$ cat src/design/svrc_pkg.sv
package svrc_pkg;

  // Field widths
  localparam int FREQ_W   = 32;
  localparam int FLT_W    = 2;
  localparam int CPI_W    = 8;
  localparam int REFERENCE_DIVIDER_FIELD_W = 2;
  localparam int VSEL_W   = 2;
  localparam int BOOST_W  = 16;

  // Loop filter encodings
  localparam logic [1:0] FLT_EXTERNAL = 2'h0;
  localparam logic [1:0] FLT_BW_X1    = 2'h1;
  localparam logic [1:0] FLT_BW_X2    = 2'h2;
  localparam logic [1:0] FLT_BW_X5    = 2'h3;

  // VCO mode encodings
  localparam logic [1:0] VCO_INTERNAL = 2'h0;
  localparam logic [1:0] VCO_EXT_IND  = 2'h1;
  localparam logic [1:0] VCO_EXTERNAL = 2'h2;

  // Reset values
  localparam logic [31:0] FREQ_RST    = 32'h0;
  localparam logic [1:0]  FLT_RST     = FLT_BW_X1;
  localparam logic [7:0]  CPI_RST     = 8'h08;
  localparam logic [1:0]  REFERENCE_DIVIDER_FIELD_RST  = 2'h0;

  // Ranging search: binary search over VCO bands, band step halves per trial, settle per step
  localparam int          RANGE_BAND_W     = 4;
  localparam int          SETTLE_NS        = 1000;
  localparam int          CLK_PERIOD_NS    = 5;
  localparam int          SETTLE_CYC_INT   = (SETTLE_NS + CLK_PERIOD_NS - 1) / CLK_PERIOD_NS;
  localparam logic [7:0]  SETTLE_CYC       = 8'(SETTLE_CYC_INT);
  localparam logic [3:0]  BAND_RST         = 4'h8;

  typedef enum logic [1:0] {
    SVRC_IDLE   = 2'b00,
    SVRC_SETTLE = 2'b01,
    SVRC_STEP   = 2'b10,
    SVRC_DONE   = 2'b11
  } svrc_rng_state_t;

endpackage

$ cat src/design/svrc_boost_timer.sv
`timescale 1ns/1ps
module svrc_boost_timer
  import svrc_pkg::*;
(
  // Clock and reset
  input  wire logic               clock_in,
  input  wire logic               rst_n_in,
  // Control
  input  wire logic               start_in,
  input  wire logic [BOOST_W-1:0] duration_in,
  // Status
  output logic                    boost_active_out
);
  typedef struct packed {
    logic [BOOST_W-1:0] count;
    logic               active;
  } svrc_bt_state_t;

  svrc_bt_state_t st_r;
  svrc_bt_state_t st_nxt;

  always_comb begin
    st_nxt = st_r;
    if (start_in) begin
      st_nxt.count  = duration_in;
      st_nxt.active = (duration_in != '0);
    end else if (st_r.active) begin
      st_nxt.count = st_r.count - 1'b1;
      if (st_r.count == {{(BOOST_W-1){1'b0}}, 1'b1}) begin
        st_nxt.active = 1'b0;
      end
    end
  end

  always_ff @(posedge clock_in or negedge rst_n_in) begin
    if (!rst_n_in) begin
      st_r <= '0;
    end else begin
      st_r <= st_nxt;
    end
  end

  assign boost_active_out = st_r.active;
endmodule // svrc_boost_timer

$ cat src/design/svrc_ctrl.sv
`timescale 1ns/1ps
module svrc_ctrl
  import svrc_pkg::*;
(
  // Clock and reset
  input  wire logic                    clock_in,
  input  wire logic                    arst_n_in,
  // Frequency sets
  input  wire logic                    freq_a_we_in,
  input  wire logic                    freq_b_we_in,
  input  wire logic [FREQ_W-1:0]       freq_wdata_in,
  output logic      [FREQ_W-1:0]       carrier_freq_set_a_out,
  output logic      [FREQ_W-1:0]       carrier_freq_set_b_out,
  // VCO divider configuration
  input  wire logic                    vco_div_we_in,
  input  wire logic                    output_divider_bit_in,
  input  wire logic                    inductor_select_bit_in,
  input  wire logic                    vco_select_bit_in,
  input  wire logic [REFERENCE_DIVIDER_FIELD_W-1:0]     reference_divider_field_in,
  output logic                         output_divider_bit_out,
  output logic      [REFERENCE_DIVIDER_FIELD_W-1:0]     reference_divider_field_out,
  output logic      [VSEL_W-1:0]       vco_mode_out,
  // Loop filter and charge pump
  input  wire logic                    loop_we_in,
  input  wire logic [FLT_W-1:0]        loop_filter_normal_in,
  input  wire logic [FLT_W-1:0]        loop_filter_boost_in,
  input  wire logic [CPI_W-1:0]        charge_pump_normal_in,
  input  wire logic [CPI_W-1:0]        charge_pump_boost_in,
  input  wire logic [BOOST_W-1:0]      boost_duration_in,
  input  wire logic                    synth_start_in,
  output logic      [FLT_W-1:0]        loop_filter_select_out,
  output logic      [CPI_W-1:0]        charge_pump_out,
  output logic                         external_filter_pin_en_out,
  output logic                         boost_active_out,
  // Ranging
  input  wire logic                    ranging_control_a_start_in,
  input  wire logic                    ranging_control_b_start_in,
  input  wire logic                    vco_too_fast_in,
  output logic                         ranging_start_bit_a_out,
  output logic                         ranging_start_bit_b_out,
  output logic                         ranging_error_bit_out,
  output logic      [RANGE_BAND_W-1:0] vco_band_a_out,
  output logic      [RANGE_BAND_W-1:0] vco_band_b_out,
  output logic      [FREQ_W-1:0]       ranging_freq_out
);
  typedef struct packed {
    logic [FREQ_W-1:0]       freq_a;
    logic [FREQ_W-1:0]       freq_b;
    logic                    out_div;
    logic                    ind_sel;
    logic                    vco_sel;
    logic [REFERENCE_DIVIDER_FIELD_W-1:0]     ref_div;
    logic [FLT_W-1:0]        flt_norm;
    logic [FLT_W-1:0]        flt_boost;
    logic [CPI_W-1:0]        cpi_norm;
    logic [CPI_W-1:0]        cpi_boost;
    logic [BOOST_W-1:0]      boost_dur;
    svrc_rng_state_t         rng;
    logic                    busy_a;
    logic                    busy_b;
    logic                    on_b;
    logic                    err;
    logic [RANGE_BAND_W-1:0] band;
    logic [RANGE_BAND_W-1:0] step;
    logic [7:0]              settle;
    logic [RANGE_BAND_W-1:0] band_a;
    logic [RANGE_BAND_W-1:0] band_b;
  } svrc_state_t;

  svrc_state_t st_r;
  svrc_state_t st_nxt;
  logic        rst_n;
  logic        boost_on;
  logic [1:0]  mode;

  svrc_reset_sync u_rst (
    .clock_in  (clock_in),
    .arst_n_in (arst_n_in),
    .rst_n_out (rst_n)
  );

  svrc_boost_timer u_boost (
    .clock_in         (clock_in),
    .rst_n_in         (rst_n),
    .start_in         (synth_start_in),
    .duration_in      (st_r.boost_dur),
    .boost_active_out (boost_on)
  );

  always_comb begin
    if (st_r.ind_sel) begin
      mode = VCO_EXT_IND;
    end else if (st_r.vco_sel) begin
      mode = VCO_EXTERNAL;
    end else begin
      mode = VCO_INTERNAL;
    end
  end

  always_comb begin
    st_nxt = st_r;
    if (freq_a_we_in) begin
      st_nxt.freq_a = freq_wdata_in;
    end
    if (freq_b_we_in) begin
      st_nxt.freq_b = freq_wdata_in;
    end
    if (vco_div_we_in) begin
      st_nxt.out_div = output_divider_bit_in;
      st_nxt.ind_sel = inductor_select_bit_in;
      st_nxt.vco_sel = vco_select_bit_in;
      st_nxt.ref_div = reference_divider_field_in;
    end
    if (loop_we_in) begin
      st_nxt.flt_norm  = loop_filter_normal_in;
      st_nxt.flt_boost = loop_filter_boost_in;
      st_nxt.cpi_norm  = charge_pump_normal_in;
      st_nxt.cpi_boost = charge_pump_boost_in;
      st_nxt.boost_dur = boost_duration_in;
    end
    unique case (st_r.rng)
      SVRC_IDLE: begin
        if (ranging_control_a_start_in || ranging_control_b_start_in) begin
          st_nxt.busy_a = ranging_control_a_start_in;
          st_nxt.busy_b = !ranging_control_a_start_in;
          st_nxt.on_b   = !ranging_control_a_start_in;
          st_nxt.band   = BAND_RST;
          st_nxt.step   = BAND_RST >> 1;
          st_nxt.settle = SETTLE_CYC;
          if (mode == VCO_EXTERNAL) begin
            st_nxt.rng = SVRC_DONE;
          end else begin
            st_nxt.rng = SVRC_SETTLE;
          end
        end
      end
      SVRC_SETTLE: begin
        st_nxt.settle = st_r.settle - 8'h01;
        if (st_r.settle == 8'h01) begin
          st_nxt.rng = SVRC_STEP;
        end
      end
      SVRC_STEP: begin
        // Binary search over VCO bands
        if (vco_too_fast_in) begin
          st_nxt.band = st_r.band - st_r.step;
        end else begin
          st_nxt.band = st_r.band + st_r.step;
        end
        st_nxt.step   = st_r.step >> 1;
        st_nxt.settle = SETTLE_CYC;
        if (st_r.step == '0) begin
          st_nxt.band = st_r.band;
          st_nxt.rng  = SVRC_DONE;
        end else begin
          st_nxt.rng = SVRC_SETTLE;
        end
      end
      SVRC_DONE: begin
        // error on edge band or bad mode
        st_nxt.err = (mode == VCO_EXTERNAL) || (st_r.band == '0) || (&st_r.band);
        if (st_r.on_b) begin
          st_nxt.band_b = st_r.band;
        end else begin
          st_nxt.band_a = st_r.band;
        end
        st_nxt.busy_a = 1'b0;
        st_nxt.busy_b = 1'b0;
        st_nxt.rng    = SVRC_IDLE;
      end
    endcase
  end

  always_ff @(posedge clock_in or negedge rst_n) begin
    if (!rst_n) begin
      st_r          <= '0;
      st_r.freq_a   <= FREQ_RST;
      st_r.freq_b   <= FREQ_RST;
      st_r.ref_div  <= REFERENCE_DIVIDER_FIELD_RST;
      st_r.flt_norm <= FLT_RST;
      st_r.flt_boost <= FLT_RST;
      st_r.cpi_norm <= CPI_RST;
      st_r.cpi_boost <= CPI_RST;
      st_r.rng      <= SVRC_IDLE;
      st_r.band_a   <= BAND_RST;
      st_r.band_b   <= BAND_RST;
    end else begin
      st_r <= st_nxt;
    end
  end

  assign carrier_freq_set_a_out      = st_r.freq_a;
  assign carrier_freq_set_b_out      = st_r.freq_b;
  assign output_divider_bit_out      = st_r.out_div;
  assign reference_divider_field_out = st_r.ref_div;
  assign vco_mode_out                = mode;
  assign loop_filter_select_out      = boost_on ? st_r.flt_boost : st_r.flt_norm;
  assign charge_pump_out             = boost_on ? st_r.cpi_boost : st_r.cpi_norm;
  assign external_filter_pin_en_out  = (loop_filter_select_out == FLT_EXTERNAL);
  assign boost_active_out            = boost_on;
  assign ranging_start_bit_a_out     = st_r.busy_a;
  assign ranging_start_bit_b_out     = st_r.busy_b;
  assign ranging_error_bit_out       = st_r.err;
  assign vco_band_a_out              = st_r.band_a;
  assign vco_band_b_out              = st_r.band_b;
  assign ranging_freq_out            = st_r.on_b ? st_r.freq_b : st_r.freq_a;
endmodule // svrc_ctrl

$ cat src/design/svrc_reset_sync.sv
`timescale 1ns/1ps
module svrc_reset_sync (
  // Clock and reset
  input  wire logic clock_in,
  input  wire logic arst_n_in,
  // Released reset
  output logic      rst_n_out
);
  logic [1:0] sync_r;

  always_ff @(posedge clock_in or negedge arst_n_in) begin
    if (!arst_n_in) begin
      sync_r <= 2'h0;
    end else begin
      sync_r <= {sync_r[0], 1'b1};
    end
  end

  assign rst_n_out = sync_r[1];
endmodule // svrc_reset_sync

$ cat config.mk
export PLATFORM = sky130hd
export DESIGN_NAME = svrc_ctrl
export DESIGN_NICKNAME = d
export VERILOG_FILES = /design/src/design/svrc_pkg.sv /design/src/design/svrc_boost_timer.sv /design/src/design/svrc_ctrl.sv /design/src/design/svrc_reset_sync.sv
export SDC_FILE = /design/constraint.sdc
export NUM_CORES = 1
export LEC_CHECK = 0
export BUFFER_PORTS_ARGS = -buffer_cell sky130_fd_sc_hd__buf_2
export CORE_ASPECT_RATIO = 0.7
export CORE_MARGIN = 2
export CORE_UTILIZATION = 57
export CTS_CLUSTER_SIZE = 16
export DETAILED_ROUTE_END_ITERATION = 6
export GPL_TIMING_DRIVEN = 1
export PLACE_DENSITY = 0.9
export SKIP_LAST_GASP = 1
export SLEW_MARGIN = 20
export SYNTH_ARGS = -nofsm -noshare
export SYNTH_HDL_FRONTEND = slang
export SYNTH_SLANG_ARGS = --single-unit
$ cat constraint.sdc
create_clock -name clock_in -period 11.2 [get_ports clock_in]
set_clock_uncertainty 0.15 [all_clocks]
set_input_delay 1.12 -clock clock_in [delete_from_list [all_inputs] [get_ports clock_in]]
set_output_delay 1.12 -clock clock_in [all_outputs]
set_load 0.01 [all_outputs]
==> results.md, run 1 <==
* Final WL at 16010 µm
* Worst Max-Slew Pin Slew at 900.8 ps
* Sequential share of the synthesized area at 51.40%
* Cell taking the most area after synthesis: dfrtp_1
* Max stage delay cell, worst path: dfrtp_1
* Antenna diodes at 0
* Min-Delay Path Class: flop to flop
* Global route overflow at 0
* R2R Path Start: st_r[16]$_DFFE_PN0P_
* Net Sw Frac at 33.54%
* Starting density of the core at 59.27%
* First-pass GRT wire length at 25980 µm
* Final GP Congestion at 0.8152
* Combinational share of power at 28.8%
* Critical Path RT at 9930 ps
* Min cycle time layout at 3137 ps
* Pwr Total at 0.001821 W
* Max Root-Sink Buffers at 2
* Slew Limit Headroom at 39.95%
* Worst r2r dst: st_r[23]$_DFFE_PN0P_
* Avg Synthesized Cell Area at 12.24 µm²
* Switch Pwr at 0.0006108 W
* Initial antenna violation count at 0
* Outcome: completed
* Top cells by area, synth: dfrtp_1 (49%), mux2_2 (22%), buf_4 (7.5%)
* Clock share of power at 30.5%
* Post-route ant nets at 0
* Total GRT Usage at 23.32%
* CP max FO at 19
* Gate Count Post-Synth at 610
* P per Cell Area at 210.7 nW/µm²
* Syn_nets at 703
* I/O pins at 207
* Crit path max-delay family: flip-flops
* Register-to-Register Setup Slack at 8500 ps
* Cell variety after synth at 48
* CTS resizes at 0
* Setup bufs post-CTS at 0
* Worst-path clk slew at 60 ps
* Seq cells post-synth at 153
* Initial drt markers at 216
* Worst hold slack at 206.9 ps
* Hold Buf Count CTS at 0
* Hold endpoint: u_rst.sync_r[1]$_DFF_PN0_
* Max VDD drop at 0.0001213 V
* LEAKAGE at 3.971 nW
* Hold Violations, Final at 0
* Clock root buffer: clkbuf_16
* WL/cell at 17.55 µm
* MaxCap Viol Count at 0
* Largest net degree at the start of global routing at 80
* Part of the power in registers at 40.7%
* Inserted Clock Buffers at 17
* Die area at 14040 µm²
* Worst hold path startpoint: u_rst.sync_r[0]$_DFF_PN0_
* Buf/Inv on CP at 1
* Fraction of layout cells with a size suffix above 1 at 53.07%
* Worst-path cell chain: mux2_2, nor2_1, buf_2
* Via count at 5031
* Worst skew pair latency at 420 ps
* Vias in the first global route at 5277
* CTS tree: done
* Async SR Flop Fraction at 100.0%
* RSZ-0062 raised after global routing: false
* Fmax at 318.8 MHz
* Period Utilization, post-route at 28.01%
* CP Launch Type: flop
* Die X at 140.8 µm
* Netlist Area Pre-Place at 7463 µm²
* CTS Sinks at 153
* Main synth FF type: dfrtp_1
* Hpwl dp at 11400 µm
* Critical path class: flop to output pin
* P&R area growth vs syn at 15.79%
* Area share of the largest cell type after synthesis at 49.29%
* Port bufs at 206
* CP peak stage delay at 810 ps
* Setup violations, final at 0
* Placeable Area at 12590 µm²
* CP arrival at 1870 ps
* Crit end category: output pin
* Initial DRT Pass Iterations at 4
* Slew Viols, Final at 0
* Num rows at 34
* Htree depth at 4
* Vias per cell at 5.516
* P_int at 0.001210 W
* Post-synth EDFFs at 0
* Final core occ at 68.63%
* Reg2Reg Depth at 9
* Drt drc at 0
* Worst hold path depth at 0
* Final setup TNS at 0 ps
* Nets at 830
* Ys Warns at 0
* Die Height at 99.74 µm
==> per-layer routing <==
layer	global-route usage, %	vias up	share of wire (%)
met5	0	-	0
met4	7.692	0	1.8
met3	6.692	26	6.8
met2	40.30	207	51
met1	28.53	2474	41
li1	-	2324	-
==> cells in the final DEF (no fill, tap or decap), types with 9 or more instances in the layout <==
cell type,Yosys,final
clkbuf_16,0,17
mux2_2,146,146
ha_1,9,9
o21ai_1,21,21
a21oi_1,12,12
o21ai_0,11,11
nor2_1,15,15
xor2_1,11,11
buf_2,13,206
inv_1,14,14
dfrtp_1,147,146
nand2_1,36,36
==> power by group through the flow <==
stage	registers (W)	clock network, W	logic [W]
floorplan	0.000720	0	0.000409
global placement	0.000739	0	0.000494
detailed placement	0.000750	0	0.000517
CTS	0.000741	0.000567	0.000523
global route	0.000756	0.000595	0.000573
finish	0.000742	0.000556	0.000524
==> cells in the mapped netlist, types with 2 or more instances <==
cell and number:
ha_1 9, inv_1 14, buf_1 2, nand2b_1 4, buf_4 75, nand2_1 36, nor4_1 8, dfstp_2 6
or2_1 3, buf_2 13, nand3_1 5, o21ai_0 11, mux2i_1 2, nor3b_1 2, o22ai_1 3, mux2_2 146
nor2_1 15, nor2b_1 2, dfrtp_1 147, xor2_1 11, o32ai_1 2, nand3b_1 2, nor3_1 8, a21oi_1 12
o21ai_1 21, xnor2_1 7, nand4_1 8, mux2_1 5, nand4b_1 2, clkbuf_1 11
==> state kept, by name (all words and copies together), names as in the netlist, 2 cells and up <==
register and flops:
u_boost.st_r 16, reference_divider_field_out 2, st_r 56, vco_band_b_out 4
carrier_freq_set_a_out 32, carrier_freq_set_b_out 32, u_rst.sync_r 2, vco_band_a_out 4
==> per-stage QoR <==
stage	instances	setup WS, ps	cell area, µm²
final	912	8063	8642
after global routing	912	7952	8642
after CTS	911	8035	8615
after detailed placement	879	8133	8039
after global placement	879	8308	8039
after floorplan	610	6482	7463
==> cell type report <==
type	count	area (µm²)
Fill cell	873	3950
Timing Repair Buffer	209	1074
Inverter	14	52.55
Tap cell	162	202.7
Clock inverter	14	136.4
Sequential cell	153	3840
Multi-Input combinational cell	342	2898
Clock buffer	18	439.2
==> logic make-up after synthesis <==
logic type      count (synthesis)  synth area share (%)
buf+inv                       115                 9.774
xor+xnor                       18                 2.112
flops                         153                 51.40
mux                           153                 23.05
compound gates                 59                 4.510
other cells                     1               0.05025
fa+ha+maj                      10                 1.777
simple gates                  101                 7.326
==> how the worst max path moves through the flow <==
stage	start	end	depth (start not counted)
2_1_floorplan	u_rst.sync_r[1]$_DFF_PN0_	carrier_freq_set_a_out[0]$_DFFE_PN0P_	0
3_3_place_gp	vco_too_fast_in	st_r[23]$_DFFE_PN0P_	8
3_5_place_dp	vco_too_fast_in	st_r[23]$_DFFE_PN0P_	8
4_1_cts	u_boost.boost_active_out$_DFF_PN0_	external_filter_pin_en_out	3
5_1_grt	u_boost.boost_active_out$_DFF_PN0_	external_filter_pin_en_out	3
6_report	u_boost.boost_active_out$_DFF_PN0_	external_filter_pin_en_out	3
Power figures use the tool's default switching activity.
==> inputs of run 2 (changes only) <==
Settings changed: CORE_UTILIZATION 57 to 53, PLACE_DENSITY 0.9 to 0.85.
Clock period 11.2 ns to 3.2 ns, I/O delays scaled along.
==> run 2 against run 1 <==
Effect of this change:
- die area up 7.3%
- register-to-register slack worse by 7900 ps
- largest power group unchanged
- critical endpoint is now st_r[23]$_DFFE_PN0P_
- worst hold slack worse by 190 ps
- utilization down 2.2 points
==> results.md, run 2 (same netlist as run 1, synthesis figures left out) <==
* First-pass GRT wire length at 25140 µm (was 25980 µm)
* Port bufs at 206 (unchanged)
* Largest net degree at the start of global routing at 74 (was 80)
* Post-route ant nets at 0 (unchanged)
* Setup ws final at 617.3 ps (was 8063 ps)
* Starting density of the core at 53.97% (was 59.27%)
* LEAKAGE at 4.185 nW (was 3.971 nW)
* P&R area growth vs syn at 23.15% (was 15.79%)
* CP max FO at 3 (was 19)
* Drt drc at 0 (unchanged)
* CTS Sinks at 153 (unchanged)
* Worst skew pair latency at 400 ps (was 420 ps)
* Final setup TNS at 0 ps (unchanged)
* Final WL at 15980 µm (was 16010 µm)
* WL met2 at 7988 µm (was 8087 µm)
* Biggest register: st_r (unchanged)
* Setup violations, final at 0 (unchanged)
* Global route overflow at 0 (unchanged)
* Worst hold path depth at 2 (was 0)
* P_int at 0.004347 W (was 0.001210 W)
* Number of fill cells at 1054 (was 873)
* Die Height at 103.3 µm (was 99.74 µm)
* Pre-CTS setup slack at 655.1 ps (was 8133 ps)
* Vias per cell at 5.197 (was 5.516)
* Buf/Inv on CP at 1 (unchanged)
* Initial antenna violation count at 0 (unchanged)
* Fraction of layout cells with a size suffix above 1 at 49.81% (was 53.07%)
* Critical path class: flop to flop (was flop to output pin)
* Critical Path RT at 3320 ps (was 9930 ps)
* Final GP Congestion at 0.7968 (was 0.8152)
* Worst-path clk slew at 60 ps (about the same)
* Most frequent cell on the critical path: ha_1
* I/O pins at 207 (unchanged)
* Crit end category: flop (was output pin)
* Min cycle time layout at 2583 ps
* WL/cell at 16.16 µm (was 17.55 µm)
* Period Utilization, post-route at 80.71%
* Final core occ at 66.47% (was 68.63%)
* CP arrival at 2700 ps (was 1870 ps)
* Min-Delay Path Class: primary input to flop (was flop to flop)
* Slew Viols, Final at 0 (unchanged)
* Outcome: completed (unchanged)
* Reg2Reg Depth at 9 (unchanged)
* Area of the multi-input gates at 2898 µm² (unchanged)
* MaxCap Viol Count at 0 (unchanged)
* Via count at 5140 (was 5031)
* Largest register FFs at 56 (unchanged)
* Initial drt markers at 220 (was 216)
* Net Sw Frac at 32.48% (was 33.54%)
* Max stage delay cell, worst path: a2111oi_0 (was dfrtp_1)
* Htree depth at 4 (unchanged)
* Clock root buffer: clkbuf_16 (unchanged)
* Part of the power in registers at 40.6% (was 40.7%)
* DR top layer: met4 (unchanged)
* Num rows at 36 (was 34)
* CTS tree: done (unchanged)
* Crit path max-delay family: compound AO/OA/AOI/OAI gates (was flip-flops)
* CP peak stage delay at 440 ps (was 810 ps)
* Nets at 880 (was 830)
* Die area at 15060 µm² (was 14040 µm²)
* Most frequent cells in the layout: buf_2 (206), mux2_2 (146), dfrtp_1 (146) (unchanged)
* CP Depth at 9 (was 3)
* RSZ-0062 raised after global routing: false (unchanged)
* Initial DRT Pass Iterations at 5 (was 4)
* P per Cell Area at 700.5 nW/µm² (was 210.7 nW/µm²)
* Clock share of power at 30.6% (was 30.5%)
* WL met1 at 7243 µm (was 6537 µm)
* Slew Limit Headroom at 43.82% (was 39.95%)
* Antenna diodes at 0 (unchanged)
* Commonest non-fill, non-tap cell in the layout: buf_2 (unchanged)
* Combinational share of power at 28.8% (about the same)
* Hold Violations, Final at 0 (unchanged)
* Switch Pwr at 0.002091 W (was 0.0006108 W)
* Inserted Clock Buffers at 17 (unchanged)
* CP Launch Type: flop (unchanged)
* Die X at 145.8 µm (was 140.8 µm)
* Fmax at 387.2 MHz
* Hpwl dp at 10790 µm (was 11400 µm)
* Max VDD drop at 0.0004412 V (was 0.0001213 V)
* Vias in the first global route at 5015 (was 5277)
* Total GRT Usage at 20.98% (was 23.32%)
* CTS resizes at 0 (unchanged)
* Met3 WL post-DR at 660 µm (was 1093 µm)
* Pwr Total at 0.006438 W (was 0.001821 W)
* Worst-path cell chain: inv_1, ha_1, ha_1, mux2i_1, ha_1, a21oi_1, o211ai_1, a2111oi_0, nor3b_1 (was mux2_2, nor2_1, buf_2)
* Setup bufs post-CTS at 0 (unchanged)
* Placeable Area at 13830 µm² (was 12590 µm²)
* Reg area at 3840 µm² (unchanged)
* Max Root-Sink Buffers at 2 (unchanged)
* Worst hold slack at 16.86 ps (was 206.9 ps)
* Worst Max-Slew Pin Slew at 842.7 ps (was 900.8 ps)
==> run 2: cell count changes in the layout (fill, tap and decap cells not counted), sizes merged <==
cell	previous run	this run
clkbuf	18	17
clkinv	5	3
dlygate4sd3	0	49
buf	209	210
inv	20	21
bufinv	1	2
==> run 2: final cells by class <==
cell class                 count  area share [%]
clock buffer                  17           4.628
clock inverter                14           1.756
inverter                      14          0.5717
multi-input combinational    342           31.53
sequential                   153           41.78
tap                          190           2.586
timing repair buffer         259           17.15
==> run 2: worst paths after layout <==
path,slack [ps],from,to
worst min-delay path,20,freq_wdata_in[8],carrier_freq_set_b_out[8]$_DFFE_PN0P_
worst max register to register,620,st_r[16]$_DFFE_PN0P_,st_r[23]$_DFFE_PN0P_
max in group asynchronous,1790,u_rst.sync_r[1]$_DFF_PN0_,st_r[49]$_DFFE_PN1P_
min in group asynchronous,80,arst_n_in,u_rst.sync_r[1]$_DFF_PN0_
worst min register to register,200,u_rst.sync_r[0]$_DFF_PN0_,u_rst.sync_r[1]$_DFF_PN0_
worst max-delay path,620,st_r[16]$_DFFE_PN0P_,st_r[23]$_DFFE_PN0P_
==> run 2: per-layer routing <==
layer | GRT usage (%) | vias to the layer above
li1 | - | 2419
met1 | 27.86 | 2571
met2 | 35.99 | 142
met3 | 4.737 | 8
met4 | 4.751 | 0
met5 | 0 | -
==> run 2: power groups by stage <==
| stage | combinational, W | clock, W | sequential, W |
|---|---|---|---|
| finish | 0.00186 | 0.00197 | 0.00261 |
| global route | 0.00204 | 0.00211 | 0.00266 |
| CTS | 0.00185 | 0.00202 | 0.00261 |
| detailed placement | 0.00180 | 0 | 0.00264 |
| global placement | 0.00174 | 0 | 0.00262 |
| floorplan | 0.00143 | 0 | 0.00252 |
==> run 2: timing repair <==
| action | in CTS | in global routing |
|---|---|---|
| hold buffers | 47 | 2 |
| hold endpoints to repair | 50 | 2 |
| setup endpoints to repair | 0 | 0 |
==> run 2: per-stage QoR <==
stage	cells	instance area (µm²)
after CTS	987	9171
after floorplan	610	7465
after detailed placement	909	8114
after global placement	909	8114
after global routing	989	9191
final	989	9191
==> inputs of run 3 (changes only) <==
Settings changed: ABC_AREA from default to 1, CORE_UTILIZATION 53 to 48, PLACE_DENSITY 0.85 to 0.81.
Clock period 3.2 ns to 2.2 ns, I/O delays scaled along.
==> run 3 against run 2 <==
Effect of this change:
- final cell count increased by 28%
- first-iteration DRC count increased by 140%
- critical path type unchanged
- worst setup slack got worse by 470 ps
- flip-flop and latch count unchanged
- non-clock buffer count increased by 42
- sequential power increased by 25%
- count of clock-buffer cells in the layout increased by 3
- global-route usage increased by 1.5 points
- largest cell class unchanged
- combinational power decreased by 33%
- maximum frequency increased by 26%
==> results.md, run 3 <==
* Outcome: completed (unchanged)
* Critical path class: flop to flop (unchanged)
* Area share of the largest cell type after synthesis at 48.09% (was 49.29%)
* Avg Synthesized Cell Area at 9.129 µm² (was 12.24 µm²)
* Fraction of layout cells with a size suffix above 1 at 30.58% (was 49.81%)
* Seq cells post-synth at 153 (unchanged)
* Initial DRT Pass Iterations at 5 (unchanged)
* Biggest register: st_r (unchanged)
* Port bufs at 206 (unchanged)
* Number of fill cells at 1215 (was 1054)
* Gate Count Post-Synth at 838 (was 610)
* Max VDD drop at 0.0004269 V (was 0.0004412 V)
* Most Crowded Layer GR: met2 (unchanged)
* Via count at 6438 (was 5140)
* Main synth FF type: dfrtp_1 (unchanged)
* Placeable Area at 15550 µm² (was 13830 µm²)
* Cell variety after synth at 37 (was 48)
* First-pass GRT wire length at 30270 µm (was 25140 µm)
* Vias per cell at 5.085 (was 5.197)
* Met1 Use GR at 29.99% (was 27.86%)
* Max Root-Sink Buffers at 2 (unchanged)
* CTS tree: done (unchanged)
* Top cells by area, synth: dfrtp_1 (48%), nand2_1 (8.5%), o21ai_0 (7.6%) (was dfrtp_1 (49%), mux2_2 (22%), buf_4 (7.5%))
* CP max FO at 3 (unchanged)
* Final GP Congestion at 0.8385 (was 0.7968)
* I/O pins at 207 (unchanged)
* Largest net degree at the start of global routing at 65 (was 74)
* Fmax at 486.3 MHz (was 387.2 MHz)
* Async SR Flop Fraction at 100.0% (unchanged)
* Most frequent cells in the layout: buf_2 (206), nand2_1 (173), dfrtp_1 (145) (was buf_2 (206), mux2_2 (146), dfrtp_1 (146))
* M2 GR Usage at 36.32% (was 35.99%)
* Post-route ant nets at 0 (unchanged)
* Netlist Area Pre-Place at 7650 µm² (was 7463 µm²)
* Die Height at 109.6 µm (was 103.3 µm)
* Die X at 154.9 µm (was 145.8 µm)
* Inserted Clock Buffers at 17 (unchanged)
* Commonest cells in the netlist: nand2_1 (173), dfrtp_1 (147), o21ai_0 (116), inv_1 (97), buf_4 (77) (was dfrtp_1 (147), mux2_2 (146), buf_4 (75), nand2_1 (36), o21ai_1 (21))
* Met3 Use GR at 5.203% (was 4.737%)
* Clock root buffer: clkbuf_16 (unchanged)
* Period Utilization, post-route at 93.46% (was 80.71%)
* Slew Viols, Final at 0 (unchanged)
* Starting density of the core at 49.20% (was 53.97%)
* Nets at 1146 (was 880)
* Sequential share of the synthesized area at 50.15% (was 51.40%)
* WL/cell at 14.93 µm (was 16.16 µm)
* Die area at 16980 µm² (was 15060 µm²)
* Num rows at 38 (was 36)
* Setup violations, final at 0 (unchanged)
* Ys Warns at 0 (unchanged)
* Initial drt markers at 536 (was 220)
* Area after DPL at 8393 µm² (was 8114 µm²)
* Post-route cell area at 9873 µm² (was 9191 µm²)
* Vias in the first global route at 6159 (was 5015)
* Initial antenna violation count at 0 (unchanged)
* LEAKAGE at 5.052 nW (was 4.185 nW)
* Antenna diodes at 0 (unchanged)
* Drt drc at 0 (unchanged)
* Syn_nets at 931 (was 703)
* Worst-path clk slew at 70 ps (was 60 ps)
* Worst skew pair latency at 410 ps (was 400 ps)
* Cell taking the most area after synthesis: dfrtp_1 (unchanged)
* CP arrival at 2210 ps (was 2700 ps)
* Most frequent cell after synthesis: nand2_1 (was dfrtp_1)
* Post-synth EDFFs at 0 (unchanged)
* Commonest non-fill, non-tap cell in the layout: buf_2 (unchanged)
* CP Launch Type: flop (unchanged)
* Hpwl dp at 12610 µm (was 10790 µm)
* Final WL at 18910 µm (was 15980 µm)
* Hold Violations, Final at 0 (unchanged)
* Min-Delay Path Class: primary input to flop (unchanged)
* Largest register FFs at 56 (unchanged)
* Crit end category: flop (unchanged)
* Min cycle time layout at 2056 ps (was 2583 ps)
* Final setup TNS at 0 ps (unchanged)
* Critical Path RT at 2350 ps (was 3320 ps)
* P&R area growth vs syn at 29.06% (was 23.15%)
* P per Cell Area at 778.1 nW/µm² (was 700.5 nW/µm²)
* CTS Sinks at 153 (unchanged)
* MaxCap Viol Count at 0 (unchanged)
* Htree depth at 4 (unchanged)
* Total GRT Usage at 22.43% (was 20.98%)
* Global route overflow at 0 (unchanged)
## run 3: cell count changes in the layout (fill, tap and decap cells not counted), sizes merged, moves of 30 or more
cell,delta
mux2,-97
o21ai,+86
inv,+86
nand3,+30
dlygate4sd3,+33
nand2,+144
## run 3: power by group
group	leakage, nW	total, W	switching (W)	internal [W]
sequential	1.81	0.00326	0.000198	0.00306
combinational	2.94	0.00125	0.000672	0.000573
clock	0.301	0.00318	0.00120	0.00198
total	5.05	0.00768	0.00207	0.00561
## run 3: worst max-delay path, cell delays in order (launching register included)
cell and delay [ps]:
dfrtp_1 380, inv_2 50, ha_1 190, ha_1 270, o21ai_1 70, ha_1 340, nand2_1 70, nand2_1 50
inv_1 30, nand2_1 70, inv_1 50, nand3_1 70, nand3_1 60, nand2_1 60, inv_1 30
## run 3: kinds of logic (layout without fill, tap and decap cells)
family	count (synthesis)	in the layout	synth area share, %
other	1	1	0.04902
adders and majority gates	10	10	1.734
xor gates and xnor gates	7	7	0.8996
buffers and inverters	209	437	14.26
muxes	54	54	7.949
DFF	153	153	50.15
AOI/OAI and AO/OA	142	142	9.912
and+or+nand+nor	262	262	15.05
## run 3: layer usage
metal / vias up / wire, µm
li1: 3069 / -
met1: 3075 / 8531
met2: 261 / 8897
met3: 33 / 1164
met4: 0 / 312
met5: - / 0
## run 3: through the flow
stage          total power, W  std cells  setup WS (ps)  utilization, %  hold WS, ps
3_5_place_dp         0.004406       1150          105.2           53.98       -139.7
3_3_place_gp         0.004364       1150          167.3           53.98       -141.8
4_1_cts              0.007713       1264          99.41           63.41        39.91
5_1_grt              0.008028       1266         -28.01           63.50        74.84
6_report             0.007682       1266          143.8           63.50        54.71
2_1_floorplan        0.004086        838          237.7               -       -225.6
## run 3: timing repair
item	in CTS	in global routing
hold buffers	82	0
endpoints found under the hold margin	110	0
setup endpoints to repair	0	1
gates resized for setup	0	4
setup buffers	0	2
## run 3: final cells by class
cell class / instances / area, µm² / share of cell area [%]
repair buffers: 301 / 2024 / 20.50
flip-flops and latches: 153 / 3841 / 38.91
multi-input cells: 476 / 2723 / 27.58
clock buffers: 20 / 456.7 / 4.626
well taps: 200 / 250.2 / 2.535
inverters: 104 / 390.4 / 3.954
clock inverters: 12 / 187.7 / 1.901
## run 3: worst paths after layout
check | startpoint | to | slack, ps | cells past startpoint
max | st_r[16]$_DFFE_PN0P_ | st_r[23]$_DFFE_PN0P_ | 140 | 14
max reg2reg | st_r[16]$_DFFE_PN0P_ | st_r[23]$_DFFE_PN0P_ | 140 | 14
min | loop_we_in | st_r[64]$_DFFE_PN1P_ | 50 | 3
max in group asynchronous | u_rst.sync_r[1]$_DFF_PN0_ | vco_band_a_out[3]$_DFFE_PN1P_ | 1200 | 1
min reg2reg | u_rst.sync_r[1]$_DFF_PN0_ | st_r[34]$_DFFE_PN0P_ | 60 | 0
min in group asynchronous | u_rst.sync_r[1]$_DFF_PN0_ | st_r[34]$_DFFE_PN0P_ | 60 | 0
